<file path="src/drive_map_pkg.sv">
/*
 the package holds the coil and holding-register layout of the drive data map:
 zero-based addresses, field positions, reset values and access codes.
 assumes it is compiled before the map module that imports it.
*/
package drive_map_pkg;
    // coil addresses (zero-based: coil number minus one)
    localparam logic [15:0] coil_cmd_base = 16'h0000;    // coils 1..16
    localparam logic [15:0] coil_ref_base = 16'h0010;    // coils 17..32
    localparam logic [15:0] coil_sts_base = 16'h0020;    // coils 33..48
    localparam logic [15:0] coil_fbk_base = 16'h0030;    // coils 49..64
    localparam logic [15:0] coil_store_sel = 16'h0040;   // coil 65
    localparam logic [15:0] coil_last = 16'h0040;
    // holding-register addresses (zero-based: register number minus one)
    localparam logic [15:0] reg_legacy_last = 16'h0002;
    localparam logic [15:0] reg_free_last = 16'h0004;
    localparam logic [15:0] network_variant_config = 16'h0005;
    localparam logic [15:0] recent_fault_code = 16'h0006;
    localparam logic [15:0] recent_error_address = 16'h0007;
    localparam logic [15:0] array_subindex_pointer = 16'h0008;
    localparam logic [15:0] display_language_param = 16'h0009;
    localparam logic [15:0] speed_unit_param = 16'h0013;
    localparam logic [15:0] regional_settings_param = 16'h001d;
    // parameter windows: start at ten times the parameter number
    localparam logic [15:0] param_stride = 16'h000a;
    localparam logic [15:0] param_first = 16'h0009;
    localparam logic [15:0] param_last = 16'hffff;
    localparam logic [15:0] param_window_bytes = 16'h0014;
    // command word field positions (coil number minus one)
    localparam int cmd_preset_lo = 0;
    localparam int cmd_preset_hi = 1;
    localparam int cmd_dc_brake_n = 2;
    localparam int cmd_coast_n = 3;
    localparam int cmd_quick_n = 4;
    localparam int cmd_freeze_n = 5;
    localparam int cmd_start = 6;
    localparam int cmd_reset = 7;
    localparam int cmd_jog = 8;
    localparam int cmd_ramp2 = 9;
    localparam int cmd_data_valid = 10;
    localparam int cmd_relay1 = 11;
    localparam int cmd_relay2 = 12;
    localparam int cmd_setup_lo = 13;
    localparam int cmd_reverse = 15;
    // status word field positions (coil number minus 33)
    localparam int sts_ctrl_ready = 0;
    localparam int sts_drive_ready = 1;
    localparam int sts_safety = 2;
    localparam int sts_alarm = 3;
    localparam int sts_warning = 7;
    localparam int sts_at_ref = 8;
    localparam int sts_auto = 9;
    localparam int sts_in_range = 10;
    localparam int sts_running = 11;
    localparam int sts_volt_warn = 13;
    localparam int sts_cur_limit = 14;
    localparam int sts_therm_warn = 15;
    // reset values and exception codes
    localparam logic [15:0] cmd_reset_value = 16'h0000;
    localparam logic [15:0] ref_reset_value = 16'h0000;
    localparam logic [15:0] cfg_reset_value = 16'h0000;
    localparam logic [15:0] idx_reset_value = 16'h0000;
    localparam logic [15:0] err_reset_value = 16'h0000;
    localparam logic [7:0] exc_illegal_address = 8'h02;
    localparam logic [7:0] exc_none = 8'h00;
    // access kinds of a parameter window
    typedef enum logic [1:0]
    {
        acc_none = 2'b00,
        acc_ro = 2'b01,
        acc_rw = 2'b10
    } access_t;
endpackage : drive_map_pkg

</file>
<file path="src/drive_data_map.sv">
/*
 slave-side data map of the drive's serial fieldbus: coils and holding registers
 behind zero-based telegram addresses, with command, reference, status, feedback,
 storage select, fault, error-address, index and parameter-window access.
 assumes a telegram decoder on mclk that presents one access per pulse and takes
 the answer on the following cycle; the parameter database answers combinationally.
*/
// Contract
// - each coil is one bit; each holding register is a 16-bit word.
// - coil number N sits at telegram address N minus one.
// - holding register 40001 sits at address zero; 40108 at 0x006b.
// - coils 1..16 hold the command word written by the master.
// - coils 17..32 hold the 16-bit speed reference, full span plus minus 200 percent.
// - coils 33..48 show status; 49..64 show frequency or feedback by loop mode.
// - coil 65 picks volatile only (0) or volatile plus nonvolatile (1) storage.
// - command bits 1,2 preset reference, 14 set-up low, 16 reverse, 15 unused.
// - zero in bits 3,4,5,7 requests brake, coast, quick, ramp stop; 6 freezes.
// - status 33..36 ready, ready, safety, alarm; 40..42,44 warn, ref, auto, run.
// - addresses 0..2 legacy reserved, 3 and 4 free, no defined access.
// - address 5 is read/write configuration for the tcp variant, no serial function.
// - address 6 reads the most recent fault code from the parameter database.
// - address 7 reads the address of the most recent access error.
// - address 8 is a read/write array sub-index pointer for parameter accesses.
// - parameter windows start at ten times the number, access per parameter.
// - coils above 65 are reserved and carry no function.
// - an address outside the map answers exception code 2.
module drive_data_map
    import drive_map_pkg::*;
(
    input wire logic mclk,
    input wire logic reset,
    // telegram access, one request per pulse
    input wire logic acc_valid,
    input wire logic acc_is_coil,
    input wire logic acc_write,
    input wire logic [15:0] acc_addr,
    input wire logic [15:0] acc_wdata,
    output logic acc_done_ff,
    output logic [15:0] acc_rdata_ff,
    output logic [7:0] acc_exc_ff,
    // drive-side state shown to the master
    input wire logic closed_loop,
    input wire logic [15:0] out_frequency,
    input wire logic [15:0] feedback_value,
    input wire logic ctrl_ready,
    input wire logic drive_ready,
    input wire logic safety_closed,
    input wire logic alarm,
    input wire logic warning,
    input wire logic at_reference,
    input wire logic auto_mode,
    input wire logic in_freq_range,
    input wire logic running,
    input wire logic voltage_warning,
    input wire logic current_limit,
    input wire logic thermal_warning,
    // parameter database port
    output logic par_req,
    output logic par_write,
    output logic [15:0] par_number,
    output logic [15:0] par_offset,
    output logic [15:0] par_subindex,
    output logic [15:0] par_wdata,
    input wire logic [15:0] par_rdata,
    input wire logic [1:0] par_access,
    input wire logic par_fault_valid,
    input wire logic [15:0] par_fault_code,
    // decoded command outputs
    output logic [15:0] drive_command_word,
    output logic [15:0] speed_reference,
    output logic store_nonvolatile,
    output logic [1:0] preset_ref_sel,
    output logic setup_sel_lo,
    output logic reverse_req,
    output logic dc_brake_req,
    output logic coast_req,
    output logic quick_stop_req,
    output logic start_req,
    output logic ramp_stop_req,
    output logic freeze_req,
    output logic fault_reset_req,
    output logic jog_req,
    output logic ramp2_sel,
    output logic data_valid,
    output logic relay1_on,
    output logic relay2_on
);
    logic [15:0] cmd_ff;
    logic [15:0] ref_ff;
    logic store_ff;
    logic [15:0] cfg_ff;
    logic [15:0] fault_ff;
    logic [15:0] err_addr_ff;
    logic [15:0] idx_ff;
    logic [15:0] state_word;
    logic [15:0] fbk_word;
    logic [15:0] coil_word;
    logic [3:0] coil_bit;
    logic coil_in_map;
    logic coil_writable;
    logic reg_in_param;
    logic reg_in_map;
    logic reg_writable;
    logic [15:0] nxt_rdata;
    logic bad_access;
    access_t par_kind;

    // status word assembled from drive state, unused bits zero
    always_comb
    begin
        state_word = 16'h0000;
        state_word[sts_ctrl_ready] = ctrl_ready;
        state_word[sts_drive_ready] = drive_ready;
        state_word[sts_safety] = safety_closed;
        state_word[sts_alarm] = alarm;
        state_word[sts_warning] = warning;
        state_word[sts_at_ref] = at_reference;
        state_word[sts_auto] = auto_mode;
        state_word[sts_in_range] = in_freq_range;
        state_word[sts_running] = running;
        state_word[sts_volt_warn] = voltage_warning;
        state_word[sts_cur_limit] = current_limit;
        state_word[sts_therm_warn] = thermal_warning;
    end

    // feedback coils follow the loop mode
    assign fbk_word = closed_loop ? feedback_value : out_frequency;

    // coil decode: address is coil number minus one, 16 coils per word
    assign coil_bit = acc_addr[3:0];
    assign coil_in_map = (acc_addr <= coil_last);
    assign coil_writable = (acc_addr < coil_sts_base) || (acc_addr == coil_store_sel);

    // coil word selected by the address block
    always_comb
    begin
        coil_word = 16'h0000;
        if (acc_addr < coil_ref_base)
        begin
            coil_word = cmd_ff;
        end
        else if (acc_addr < coil_sts_base)
        begin
            coil_word = ref_ff;
        end
        else if (acc_addr < coil_fbk_base)
        begin
            coil_word = state_word;
        end
        else if (acc_addr < coil_store_sel)
        begin
            coil_word = fbk_word;
        end
        else if (acc_addr == coil_store_sel)
        begin
            coil_word = {15'h0000, store_ff};
        end
    end

    // parameter window mapping: register address plus one is ten times the number plus the offset
    assign reg_in_param = (acc_addr >= param_first);
    assign par_kind = access_t'(par_access);
    assign par_number = 16'((32'(acc_addr) + 32'd1) / 32'(param_stride));
    assign par_offset = 16'((32'(acc_addr) + 32'd1) % 32'(param_stride));
    assign par_subindex = idx_ff;
    assign par_wdata = acc_wdata;
    assign par_req = acc_valid && !acc_is_coil && reg_in_param;
    assign par_write = par_req && acc_write && (par_kind == acc_rw);

    // holding-register decode; legacy and free slots have no defined access
    always_comb
    begin
        reg_in_map = 1'b0;
        reg_writable = 1'b0;
        nxt_rdata = 16'h0000;
        if (acc_is_coil)
        begin
            reg_in_map = coil_in_map;
            reg_writable = coil_writable;
            nxt_rdata = {15'h0000, coil_word[coil_bit]};
        end
        else if (acc_addr <= reg_free_last)
        begin
            reg_in_map = 1'b0;
        end
        else if (acc_addr == network_variant_config)
        begin
            reg_in_map = 1'b1;
            reg_writable = 1'b1;
            nxt_rdata = cfg_ff;
        end
        else if (acc_addr == recent_fault_code)
        begin
            reg_in_map = 1'b1;
            nxt_rdata = fault_ff;
        end
        else if (acc_addr == recent_error_address)
        begin
            reg_in_map = 1'b1;
            nxt_rdata = err_addr_ff;
        end
        else if (acc_addr == array_subindex_pointer)
        begin
            reg_in_map = 1'b1;
            reg_writable = 1'b1;
            nxt_rdata = idx_ff;
        end
        else if (reg_in_param)
        begin
            reg_in_map = (par_kind != acc_none);
            reg_writable = (par_kind == acc_rw);
            nxt_rdata = par_rdata;
        end
    end

    // out of map, or a write to a read-only place, is an access error
    assign bad_access = !reg_in_map || (acc_write && !reg_writable);

    // answer registers, one cycle after the request
    always_ff @(posedge mclk)
    begin
        if (reset)
        begin
            acc_done_ff <= 1'b0;
            acc_rdata_ff <= 16'h0000;
            acc_exc_ff <= exc_none;
        end
        else
        begin
            acc_done_ff <= acc_valid;
            if (acc_valid)
            begin
                acc_rdata_ff <= (bad_access || acc_write) ? 16'h0000 : nxt_rdata;
                acc_exc_ff <= !reg_in_map ? exc_illegal_address : exc_none;
            end
        end
    end

    // command, reference and storage coils; writable only in their ranges
    always_ff @(posedge mclk)
    begin
        if (reset)
        begin
            cmd_ff <= cmd_reset_value;
            ref_ff <= ref_reset_value;
            store_ff <= 1'b0;
        end
        else if (acc_valid && acc_is_coil && acc_write && coil_in_map)
        begin
            if (acc_addr < coil_ref_base)
            begin
                cmd_ff[coil_bit] <= acc_wdata[0];
            end
            else if (acc_addr < coil_sts_base)
            begin
                ref_ff[coil_bit] <= acc_wdata[0];
            end
            else if (acc_addr == coil_store_sel)
            begin
                store_ff <= acc_wdata[0];
            end
        end
    end

    // configuration and index registers
    always_ff @(posedge mclk)
    begin
        if (reset)
        begin
            cfg_ff <= cfg_reset_value;
            idx_ff <= idx_reset_value;
        end
        else if (acc_valid && !acc_is_coil && acc_write)
        begin
            if (acc_addr == network_variant_config)
            begin
                cfg_ff <= acc_wdata;
            end
            else if (acc_addr == array_subindex_pointer)
            begin
                idx_ff <= acc_wdata;
            end
        end
    end

    // latest fault code from the parameter database
    always_ff @(posedge mclk)
    begin
        if (reset)
        begin
            fault_ff <= err_reset_value;
        end
        else if (par_fault_valid)
        begin
            fault_ff <= par_fault_code;
        end
    end

    // address of the latest failed access
    always_ff @(posedge mclk)
    begin
        if (reset)
        begin
            err_addr_ff <= err_reset_value;
        end
        else if (acc_valid && bad_access)
        begin
            err_addr_ff <= acc_addr;
        end
    end

    // command word decode towards the drive
    assign drive_command_word = cmd_ff;
    assign speed_reference = ref_ff;
    assign store_nonvolatile = store_ff;
    assign preset_ref_sel = {cmd_ff[cmd_preset_hi], cmd_ff[cmd_preset_lo]};
    assign setup_sel_lo = cmd_ff[cmd_setup_lo];
    assign reverse_req = cmd_ff[cmd_reverse];
    assign dc_brake_req = !cmd_ff[cmd_dc_brake_n];
    assign coast_req = !cmd_ff[cmd_coast_n];
    assign quick_stop_req = !cmd_ff[cmd_quick_n];
    assign freeze_req = !cmd_ff[cmd_freeze_n];
    assign start_req = cmd_ff[cmd_start];
    assign ramp_stop_req = !cmd_ff[cmd_start];
    assign fault_reset_req = cmd_ff[cmd_reset];
    assign jog_req = cmd_ff[cmd_jog];
    assign ramp2_sel = cmd_ff[cmd_ramp2];
    assign data_valid = cmd_ff[cmd_data_valid];
    assign relay1_on = cmd_ff[cmd_relay1];
    assign relay2_on = cmd_ff[cmd_relay2];
endmodule : drive_data_map

</file>
<file path="config.mk">
export PLATFORM = sky130hd
export DESIGN_NAME = drive_data_map
export DESIGN_NICKNAME = d
export VERILOG_FILES = /design/src/drive_map_pkg.sv /design/src/drive_data_map.sv
export SDC_FILE = /design/constraint.sdc
export NUM_CORES = 1
export LEC_CHECK = 0
export BUFFER_PORTS_ARGS = -buffer_cell sky130_fd_sc_hd__buf_4
export CORE_MARGIN = 2
export CORE_UTILIZATION = 54
export CTS_CLUSTER_DIAMETER = 80
export DETAILED_ROUTE_END_ITERATION = 6
export PLACE_DENSITY = 0.82
export SYNTH_ARGS = -nofsm -noshare
export SYNTH_HDL_FRONTEND = slang
export SYNTH_SLANG_ARGS = --single-unit
</file>
<file path="constraint.sdc">
create_clock -name mclk -period 9.5 [get_ports mclk]
set_input_delay 0.95 -clock mclk [delete_from_list [all_inputs] [get_ports mclk]]
set_output_delay 0.95 -clock mclk [all_outputs]
set_load 0.02 [all_outputs]
</file>
==> results of run 1 <==
[cells by family after synthesis]
group | count (synthesis)
flops | 115
xor+xnor | 28
fa+ha+maj | 12
other cells | 1
compound gates | 369
simple gates | 491
mux | 70
buf+inv | 165
[cells in the final DEF, fill, tap and decap left out, drive strengths merged, types with 7 or more instances in the layout]
master and count:
a211oi 26, a21oi 131, a22oi 25, a31oi 12, and2 7, and3 12, buf 263, clkbuf 20
conb 9, dfxtp 115, ha 7, inv 21, mux2 7, mux2i 62, nand2 173, nand3 63
nand4 15, nor2 152, nor3 19, nor4 13, o211ai 13, o21a 10, o21ai 53, o22ai 16
xnor2 19, xor2 9
[power breakdown]
part           internal (uW)  switching [uW]  total (uW)
logic                    259             379         638
registers                492            5.54         498
clock network            473             233         706
total                   1220             617        1840
[final timing paths]
kind / cells after the start / start / slack [ns] / to
worst min register to register: 2 / cfg_ff[0] / 0.45 / cfg_ff[0]
worst min-delay path: 2 / cfg_ff[0] / 0.45 / cfg_ff[0]
worst max register to register: 9 / drive_command_word[7] / 7.16 / acc_rdata_ff[0]
worst max-delay path: 27 / acc_addr[0] / 0.51 / par_offset[9]
[layer usage]
| metal | vias to the layer above | part of all wire | routed length (um) |
|---|---|---|---|
| met1 | 4703 | 0.40 | 12360 |
| met3 | 77 | 0.10 | 3113 |
| met2 | 591 | 0.47 | 14380 |
| met4 | 0 | 0.032 | 976 |
| li1 | 4778 | - | - |
| met5 | - | 0 | 0 |
[metrics by stage]
stage	std cells	utilization	setup slack, ns	hold slack, ns
after floorplan	1259	-	1.932	0.4367
after global placement	1597	0.6414	0.9212	0.4419
after detailed placement	1597	0.6414	0.6471	0.4467
after CTS	1629	0.6807	0.6469	0.4537
after global routing	1629	0.6807	0.003108	0.4735
final	1629	0.6807	0.5148	0.4534
[worst min-delay path, stage by stage (launching register included)]
cell,delay (ns)
dfxtp_1,0.30
nand2_1,0.05
a21oi_1,0.05
[sequential cells by signal (all words and copies together), names as in the netlist]
name and cells:
err_addr_ff 16, acc_done_ff 1, speed_reference 16, store_nonvolatile 1, drive_command_word 16, acc_rdata_ff 16, cfg_ff 16, fault_ff 16
par_subindex 16, acc_exc_ff 1
[final cells by class]
| cell class | instances | area [sq um] |
|---|---|---|
| Inverter | 20 | 80.08 |
| Clock buffer | 20 | 446.7 |
| Tap cell | 220 | 275.3 |
| Multi-Input combinational cell | 979 | 5967 |
| Fill cell | 1414 | 5276 |
| Sequential cell | 115 | 2302 |
| Timing Repair Buffer | 263 | 1974 |
| Clock inverter | 12 | 202.7 |
==> metrics.md, run 1 <==
| Metric | Value |
|---|---|
| Area Overhead vs Synth | 23.71% |
| Iteration count of the initial detailed-routing pass | 5 |
| Clock Latency Late Sink | 0.42 ns |
| Most used routing layer | met2 |
| Mux share of post-synthesis cell area | 0.07981 |
| Fmax | 111.3 MHz |
| Tot Pwr | 1842 uW |
| Die height | 133.8 um |
| Post-CTS setup buffers | 0 |
| Worst Path Required | 8.55 ns |
| GRT Residual Overflow | 0 |
| Ys Warns | 0 |
| DRT iter0 DRCs | 906 |
| Max-slew headroom | 0.1709 |
| Flops & latches, synth | 115 |
| Core Area | 16520 sq um |
| Largest fanout of any net on the critical path | 16 |
| Total CTS buffers | 17 |
| CTS tree | done |
| GR Layer Usage met3 | 0.06393 |
| Ant diodes | 0 |
| Cell Area, Synth | 9092 sq um |
| Die width | 133.8 um |
| Netlist cell types | 104 |
| Synth top area share | 0.2532 |
| H-tree levels | 4 |
| Crit start category | input port |
| Total die area | 17890 sq um |
| Most common cell in the synthesized netlist | nand2_1 |
| CP Capture Type | output pin |
| Hold/Removal Path Class | reg -> reg |
| All-layer global routing usage | 0.3338 |
| Share of cells above drive strength 1 | 0.2463 |
| Tcrit/Tclk final | 0.9458 |
| Unrepaired setup endpoints after global routing | false |
| Global-route wire length before repair | 48800 um |
| Fraction of the mapped netlist area in adder cells | 0.01555 |
| Hold-fix buffer count after cts | 0 |
| Synth area leaders | dfxtp_1 (25%), a21oi_1 (7.1%), nand2_1 (7.1%), mux2i_1 (6.8%), nor2_1 (6.2%) |
| Vias per cell | 6.230 |
| Starting Density | 0.5502 |
| Seq/Total Area, Yosys | 0.2532 |
| # DRC | 0 |
| FP Rows | 47 |
| Setup Skew | 0.005009 ns |
| Slowest cell on crit path | ha_1 |
| Lkg Pwr | 0.004723 uW |
| Post-Place Cell Area | 10600 sq um |
| Final wirelength | 30840 um |
| Final Hold Fails | 0 |
| Slew @ Worst Pin | 1.239 ns |
| Final Critical Period | 8.985 ns |
| Largest family of logic cells by synthesized area | compound AO/OA/AOI/OAI gates |
| Final ANT Viol Nets | 0 |
| Root Driver | clkbuf_16 |
| Clk slew on worst S/H paths | 0.05 ns |
| Setup TNS Final | 0 ns |
| Number of flops mapped to enable cells by yosys | 0 |
| Max clock buf depth | 2 |
| Final #Nets | 1520 |
| Area leader, netlist | dfxtp_1 |
| Synth Area in Compound Gates | 0.2803 |
| Post-DP HPWL | 22000 um |
| Met1 Use GR | 0.4393 |
| Initial antenna violation count | 0 |
| PostCTS Resize Cnt | 0 |
| Synth Area in Simple Gates | 0.2489 |
| Worst vdd ir | 0.1745 mV |
| Commonest cells in the netlist | nand2_1 (171), nor2_1 (150), a21oi_1 (129) |
| PwrDens | 163.7 nW/um^2 |
| Peak per-stage delay on the critical path | 0.58 ns |
| Clk sinks | 115 |
| Setup-failing EPs final | 0 |
| Status | finished clean |
| Delay-heaviest family, CP | compound AO/OA/AOI/OAI gates |
| Cell count after synthesis | 1251 |
| WL/cell | 18.93 um |
| Global placement routability congestion | 0.9289 |
| Final Max Slew Viols | 0 |
| Largest net degree at the start of global routing | 116 |
| Critical Path Most Common Cell | buf_4 |
| Post-synth ARST share | 0 |
| Mapped Avg Cell Area | 7.268 sq um |
| Critical path data arrival time | 8.04 ns |
| Met2 usage | 0.5407 |
| Final instance area | 11250 sq um |
| Port-buffer cells | 247 |
| I/O pin total | 257 |
| Crit path buf inv count | 6 |
| Critical path type | in -> out |
| DR vias | 10150 |
| Vias in the first global route | 9304 |
| Maxcap violations | 0 |
| Main synth FF type | dfxtp_1 |
| XOR/XNOR Fraction of Synth Area | 0.02697 |
Power figures use the tool's default switching activity.
==> inputs of run 2 (changes only) <==
--- a/config.mk
+++ b/config.mk
@@ -5,12 +5,14 @@
 export SDC_FILE = /design/constraint.sdc
 export NUM_CORES = 1
 export LEC_CHECK = 0
+export ABC_AREA = 1
 export BUFFER_PORTS_ARGS = -buffer_cell sky130_fd_sc_hd__buf_4
-export CORE_MARGIN = 2
-export CORE_UTILIZATION = 54
+export CORE_MARGIN = 5
+export CORE_UTILIZATION = 52
 export CTS_CLUSTER_DIAMETER = 80
 export DETAILED_ROUTE_END_ITERATION = 6
 export PLACE_DENSITY = 0.82
+export SLEW_MARGIN = 20
 export SYNTH_ARGS = -nofsm -noshare
 export SYNTH_HDL_FRONTEND = slang
 export SYNTH_SLANG_ARGS = --single-unit
==> metrics.md, run 2 <==
| Metric | Value |
|---|---|
| Status | finished clean |
| Number of flops mapped to enable cells by yosys | 0 (unchanged) |
| Vias per cell | 5.769 (-7.4%) |
| CP Capture Type | output pin |
| P_sw | 1656 uW (+170%) |
| DR vias | 8931 (-12%) |
| Final #Nets | 1475 (-3.0%) |
| Final ANT Viol Nets | 0 (unchanged) |
| H-tree levels | 4 (unchanged) |
| Vias in the first global route | 8315 (-11%) |
| Slowest cell on crit path | ha_1 |
| PostCTS Resize Cnt | 0 (unchanged) |
| Max clock buf depth | 2 (unchanged) |
| All-layer global routing usage | 0.2929 (-0.04091) |
| Total CTS buffers | 17 (unchanged) |
| Seq/Total Area, Yosys | 0.2936 (+0.04045) |
| Met1 Use GR | 0.3745 (-0.06477) |
| Initial antenna violation count | 0 (unchanged) |
| Synth area leaders | dfxtp_1 (29%), nor2_1 (7.3%), nand2_1 (6.8%), o21ai_0 (6.8%), inv_1 (5.4%) |
| Lkg Pwr | 0.004530 uW (-4.1%) |
| Share of cells above drive strength 1 | 0.2867 (+0.04038) |
| Setup TNS Final | 0 ns (unchanged) |
| Synth top area share | 0.2936 (+0.04045) |
| Largest net degree at the start of global routing | 67 (-42%) |
| Total die area | 17630 sq um (-1.4%) |
| Area leader, netlist | dfxtp_1 |
| Mapped Avg Cell Area | 6.735 sq um (-7.3%) |
| Worst Path Required | 8.55 ns (about the same) |
| Clock power share | 0.185 (-0.198) |
| Final Max Slew Viols | 0 (unchanged) |
| Post-DP HPWL | 20390 um (-7.3%) |
| WL/cell | 17.24 um (-8.9%) |
| Ant diodes | 0 (unchanged) |
| Starting Density | 0.5354 (-0.01487) |
| Comb pwr share | 0.664 (+0.317) |
| Largest fanout of any net on the critical path | 12 (-4) |
| Root Driver | clkbuf_16 |
| Flops & latches, synth | 115 (unchanged) |
| DRT iter0 DRCs | 837 (-7.6%) |
| Die width | 132.8 um (-0.73%) |
| Final wirelength | 26700 um (-13%) |
| Core Area | 14640 sq um (-11%) |
| Global placement routability congestion | 0.9809 (+5.6%) |
| Post-synth ARST share | 0 (unchanged) |
| Maxcap violations | 0 (unchanged) |
| Cell Area, Synth | 7840 sq um (-14%) |
| Hold-fix buffer count after cts | 0 (unchanged) |
| I/O pin total | 257 (unchanged) |
| Final Critical Period | 8.233 ns (-0.7519 ns) |
| Critical Path Most Common Cell | nand2_2 |
| Netlist cell types | 48 (-54%) |
| Slew @ Worst Pin | 1.081 ns (-0.1583 ns) |
| Int Power | 1647 uW (+35%) |
| Setup-failing EPs final | 0 (unchanged) |
| Most used routing layer | met2 |
| Post-CTS setup buffers | 0 (unchanged) |
| PwrDens | 328.4 nW/um^2 (+100%) |
| Most common cell after layout, fill and taps aside | buf_4 |
| Clk sinks | 115 (unchanged) |
| Fin worst setup slack | 1.267 ns (+0.7519 ns) |
| Worst vdd ir | 0.4635 mV (+170%) |
| Multi-input gate area in the final layout | 4518 sq um (-24%) |
| Hold/Removal Path Class | reg -> reg |
| GRT Residual Overflow | 0 (unchanged) |
| Iteration count of the initial detailed-routing pass | 6 (+1) |
| CTS tree | done |
| Final Hold Fails | 0 (unchanged) |
| Crit start category | input port |
| Fmax | 121.5 MHz (+9.1%) |
| Sequential Power Share | 0.151 (-0.119) |
| Setup Skew | 0.007485 ns (+0.002475 ns) |
| Die height | 132.8 um (-0.73%) |
| Tcrit/Tclk final | 0.8667 (-0.07915) |
| Max-slew headroom | 0.2750 (+0.1042) |
| Clock Latency Late Sink | 0.41 ns (about the same) |
| Most frequent cells in the layout | buf_4 (252), nor2_1 (152), nand2_1 (143), dfxtp_1 (115), inv_1 (112) |
| Dpl ws | 1.358 ns (+0.7110 ns) |
| Port-buffer cells | 247 (unchanged) |
| Switch share | 0.5014 (+0.1662) |
| Area Overhead vs Synth | 28.30% |
| Clk slew on worst S/H paths | 0.06 ns (about the same) |
| FP Rows | 44 (-6.4%) |
| Main synth FF type | dfxtp_1 |
| Critical path type | in -> out |
| Cell count after synthesis | 1164 (-7.0%) |
| Reg area | 2302 sq um (unchanged) |
| Most common cell in the synthesized netlist | nor2_1 |
| Filler cells | 1292 (-8.6%) |
| Critical path data arrival time | 7.28 ns (-0.76 ns) |
| Met2 usage | 0.4692 (-0.07150) |
| Peak per-stage delay on the critical path | 0.30 ns (-0.28 ns) |
| GR Layer Usage met3 | 0.08960 (+0.02567) |
| Commonest cells in the netlist | nor2_1 (152), nand2_1 (143), dfxtp_1 (115) |
| Ys Warns | 0 (unchanged) |
| Global-route wire length before repair | 42780 um (-12%) |
| # DRC | 0 (unchanged) |
| Unrepaired setup endpoints after global routing | false |
==> run 2: cell types whose count changed after synthesis, sizes merged, moves of 12 or more <==
cell | before | now
a311oi | 6 | 36
and3 | 12 | 0
xnor2 | 19 | 1
nand2 | 173 | 192
buf | 68 | 44
o22ai | 16 | 1
a22oi | 25 | 4
inv | 19 | 134
nand3 | 63 | 87
mux2i | 62 | 2
clkbuf | 77 | 48
a21oi | 131 | 75
nor4 | 13 | 1
o21ai | 53 | 118
==> run 2: layout make-up <==
| class | count | area share |
|---|---|---|
| flip-flops and latches | 115 | 0.2289 |
| clock inverters | 14 | 0.01306 |
| inverters | 145 | 0.05424 |
| repair buffers | 252 | 0.1881 |
| multi-input cells | 820 | 0.4492 |
| clock buffers | 18 | 0.04366 |
| well taps | 184 | 0.02289 |
==> run 2: through the flow <==
step	total power (uW)	utilization	instance area (sq um)	hold WS [ns]	instances
6_report	3303	0.6869	10060	0.4556	1548
5_1_grt	3535	0.6869	10060	0.4752	1548
4_1_cts	3308	0.6869	10060	0.4527	1548
3_5_place_dp	2703	0.6479	9488	0.4445	1516
3_3_place_gp	2671	0.6479	9488	0.4418	1516
2_1_floorplan	2014	-	7870	0.4294	1172
==> run 2: critical path: cells and delay by family <==
kind            cells  cell delay, ns
simple gates       44            4.41
buf+inv             9            0.85
compound gates      4            0.59
fa+ha+maj           2            0.47
==> run 2: worst paths after layout <==
check | from | cells after the start | slack, ns | end
worst max-delay path | acc_addr[1] | 59 | 1.27 | par_offset[9]
worst min-delay path | cfg_ff[10] | 2 | 0.46 | cfg_ff[10]
worst max register to register | drive_command_word[8] | 8 | 7.19 | acc_rdata_ff[0]
worst min register to register | cfg_ff[10] | 2 | 0.46 | cfg_ff[10]
==> run 2: routing by layer <==
metal	up-vias	routed length [um]
met2	507	12350
li1	4314	-
met3	49	2906
met5	-	0
met4	0	600
met1	4061	10840
==> run 2: logic make-up (layout without fill, tap and decap cells) <==
| family | after synthesis | count (layout) | share of synthesized area |
|---|---|---|---|
| adders and majority gates | 7 | 7 | 0.01117 |
| and+or+nand+nor | 478 | 478 | 0.2949 |
| DFF | 115 | 115 | 0.2936 |
| other | 1 | 9 | 0.0004783 |
| muxes | 2 | 2 | 0.002554 |
| xor gates and xnor gates | 10 | 10 | 0.01117 |
| buffers and inverters | 237 | 429 | 0.1339 |
| AOI/OAI and AO/OA | 314 | 314 | 0.2522 |
==> run 2: power groups by stage <==
stage	combinational, uW	sequential (uW)	clock, uW
after CTS	2200	499	612
after global placement	2160	509	0
after floorplan	1500	509	0
final	2190	499	611
after global routing	2400	500	637
after detailed placement	2190	510	0
==> inputs of run 3 (changes only) <==
==> constraint.sdc (replaced) <==
create_clock -name mclk -period 7.9 [get_ports mclk]
set_input_delay 0.79 -clock mclk [delete_from_list [all_inputs] [get_ports mclk]]
set_output_delay 0.79 -clock mclk [all_outputs]
set_load 0.02 [all_outputs]
==> metrics.md, run 3 (synthesis results as in run 2) <==
| Metric | Value |
|---|---|
| Status | finished with violations |
| Violated checks | design-rule violations |
| Critical path type | in -> out |
| FP Rows | 44 (unchanged) |
| Clk sinks | 115 (unchanged) |
| Int Power | 2342 uW (+42%) |
| Switch share | 0.4921 (-0.009324) |
| Initial antenna violation count | 0 (unchanged) |
| WL/cell | 18.54 um (+7.5%) |
| PwrDens | 429.0 nW/um^2 (+31%) |
| Largest net degree at the start of global routing | 47 (-30%) |
| CTS tree | done |
| Area Overhead vs Synth | 37.07% |
| H-tree levels | 4 (unchanged) |
| Most common cell after layout, fill and taps aside | buf_4 |
| Vias per cell | 5.933 (+2.8%) |
| Core Area | 14640 sq um (unchanged) |
| Global placement routability congestion | 1.007 (+2.7%) |
| Root Driver | clkbuf_16 |
| Lkg Pwr | 0.004812 uW (+6.2%) |
| Worst hold slack | 0.4528 ns (-0.002772 ns) |
| # DRC | 16 (+16) |
| Max clock buf depth | 2 (unchanged) |
| Layout Utilization | 0.7339 (+0.04699) |
| Final ANT Viol Nets | 0 (unchanged) |
| Final Critical Period | 7.746 ns |
| Worst Path Required | 7.11 ns (-1.44 ns) |
| Port-buffer cells | 247 (unchanged) |
| Fmax | 129.1 MHz |
| Die height | 132.8 um (unchanged) |
| CP Capture Type | output pin |
| I/O pin total | 257 (unchanged) |
| Clock power share | 0.187 (+0.002) |
| Final wirelength | 29130 um (+9.1%) |
| Final #Nets | 1498 (+1.6%) |
| Die width | 132.8 um (unchanged) |
| Critical path data arrival time | 6.96 ns (-0.32 ns) |
| Sequential Power Share | 0.130 (-0.021) |
| Clk slew on worst S/H paths | 0.05 ns (about the same) |
| Final Hold Fails | 0 (unchanged) |
| Global-route wire length before repair | 43460 um (+1.6%) |
| Comb pwr share | 0.682 (+0.018) |
| GRT Residual Overflow | 0 (unchanged) |
| Max-slew headroom | 0.2661 (-0.008869) |
| Iteration count of the initial detailed-routing pass | 7 (+1) |
| Hold-fix buffer count after cts | 0 (unchanged) |
| Maxcap violations | 0 (unchanged) |
| Setup Skew | 0.005622 ns (-0.001863 ns) |
| Slew @ Worst Pin | 1.094 ns (+0.01322 ns) |
| Placed Cells | 1517 (+0.066%) |
| Largest fanout of any net on the critical path | 11 (-1) |
| Peak per-stage delay on the critical path | 0.18 ns (-0.12 ns) |
| Hold/Removal Path Class | reg -> reg |
| DR vias | 9320 (+4.4%) |
| Share of cells above drive strength 1 | 0.3353 (+0.04860) |
| Setup-failing EPs final | 0 (unchanged) |
| Critical Path Most Common Cell | nand2_4 |
| Vias in the first global route | 8464 (+1.8%) |
| Starting Density | 0.5354 (unchanged) |
| Worst vdd ir | 0.7869 mV (+70%) |
| Most frequent cells in the layout | buf_4 (269), nor2_1 (151), nand2_1 (118), dfxtp_1 (115), o21ai_0 (107) |
| DRT iter0 DRCs | 845 (+0.96%) |
| P_sw | 2269 uW (+37%) |
| Crit start category | input port |
| Final Max Slew Viols | 0 (unchanged) |
| Total die area | 17630 sq um (unchanged) |
| All-layer global routing usage | 0.2984 (+0.005557) |
| Slowest cell on crit path | buf_4 |
| Ant diodes | 0 (unchanged) |
| Total CTS buffers | 17 (unchanged) |
| Post-DP HPWL | 20850 um (+2.3%) |
| Clock Latency Late Sink | 0.42 ns (about the same) |
| Tcrit/Tclk final | 0.9805 |
| Final instance count without filler cells | 1571 (+1.5%) |
-- run 3: cell types whose count changed in the layout (fill, tap and decap cells not counted), sizes merged --
cell,previous run,this run
bufinv,1,5
buf,252,275
clkbuf,18,20
clkinv,14,13
clkinvlp,7,2
-- run 3: worst max-delay path, delay by kind of cell --
kind            cells  cell delay (ns)
buf+inv            13             1.08
compound gates      2             0.34
fa+ha+maj           1             0.15
simple gates       51             4.55
-- run 3: metal layers --
layer	up-vias	share of wire	global-route usage
met5	-	0	0
met4	0	0.027	0.08372
met3	84	0.11	0.08580
met2	602	0.47	0.4966
met1	4274	0.39	0.3773
li1	4360	-	-
-- run 3: worst paths after layout --
| path | cells after the start | end | start | slack [ns] |
|---|---|---|---|---|
| worst min-delay path | 2 | cfg_ff[13] | cfg_ff[13] | 0.45 |
| worst min register to register | 2 | cfg_ff[13] | cfg_ff[13] | 0.45 |
| worst max-delay path | 67 | par_offset[9] | acc_addr[4] | 0.15 |
| worst max register to register | 8 | acc_rdata_ff[0] | drive_command_word[8] | 5.45 |
-- run 3: layout make-up --
cell class	instances	area [sq um]
fill	1197	3897
clock buffer	20	466.7
clock inverter	12	201.4
tap	184	230.2
sequential	115	2302
inverter	145	553.0
multi-input combinational	820	4888
timing repair buffer	275	2105
-- run 3: power groups by stage --
stage               Combinational (uW)  Clock, uW  Sequential, uW
finish                            3150        864             601
global route                      3360        894             602
CTS                               2670        863             601
detailed placement                2660          0             613
global placement                  2600          0             612
floorplan                         1810          0             612
-- run 3: metrics by stage --
stage                     setup slack [ns]  instance area [sq um]  power [uW]  TNS [ns]
after detailed placement           0.06749                   9495        3275         0
after global placement              0.5239                   9495        3211         0
final                               0.1539                  10750        4610         0
after global routing               -0.2846                  10750        4856    -2.623
after CTS                          0.05362                  10160        4131         0
after floorplan                     0.2994                   7870        2422         0
-- run 3: repair_timing --
item,in CTS,in global routing
resized for setup,0,101
endpoints found under the setup margin,0,16
buffers inserted,0,22
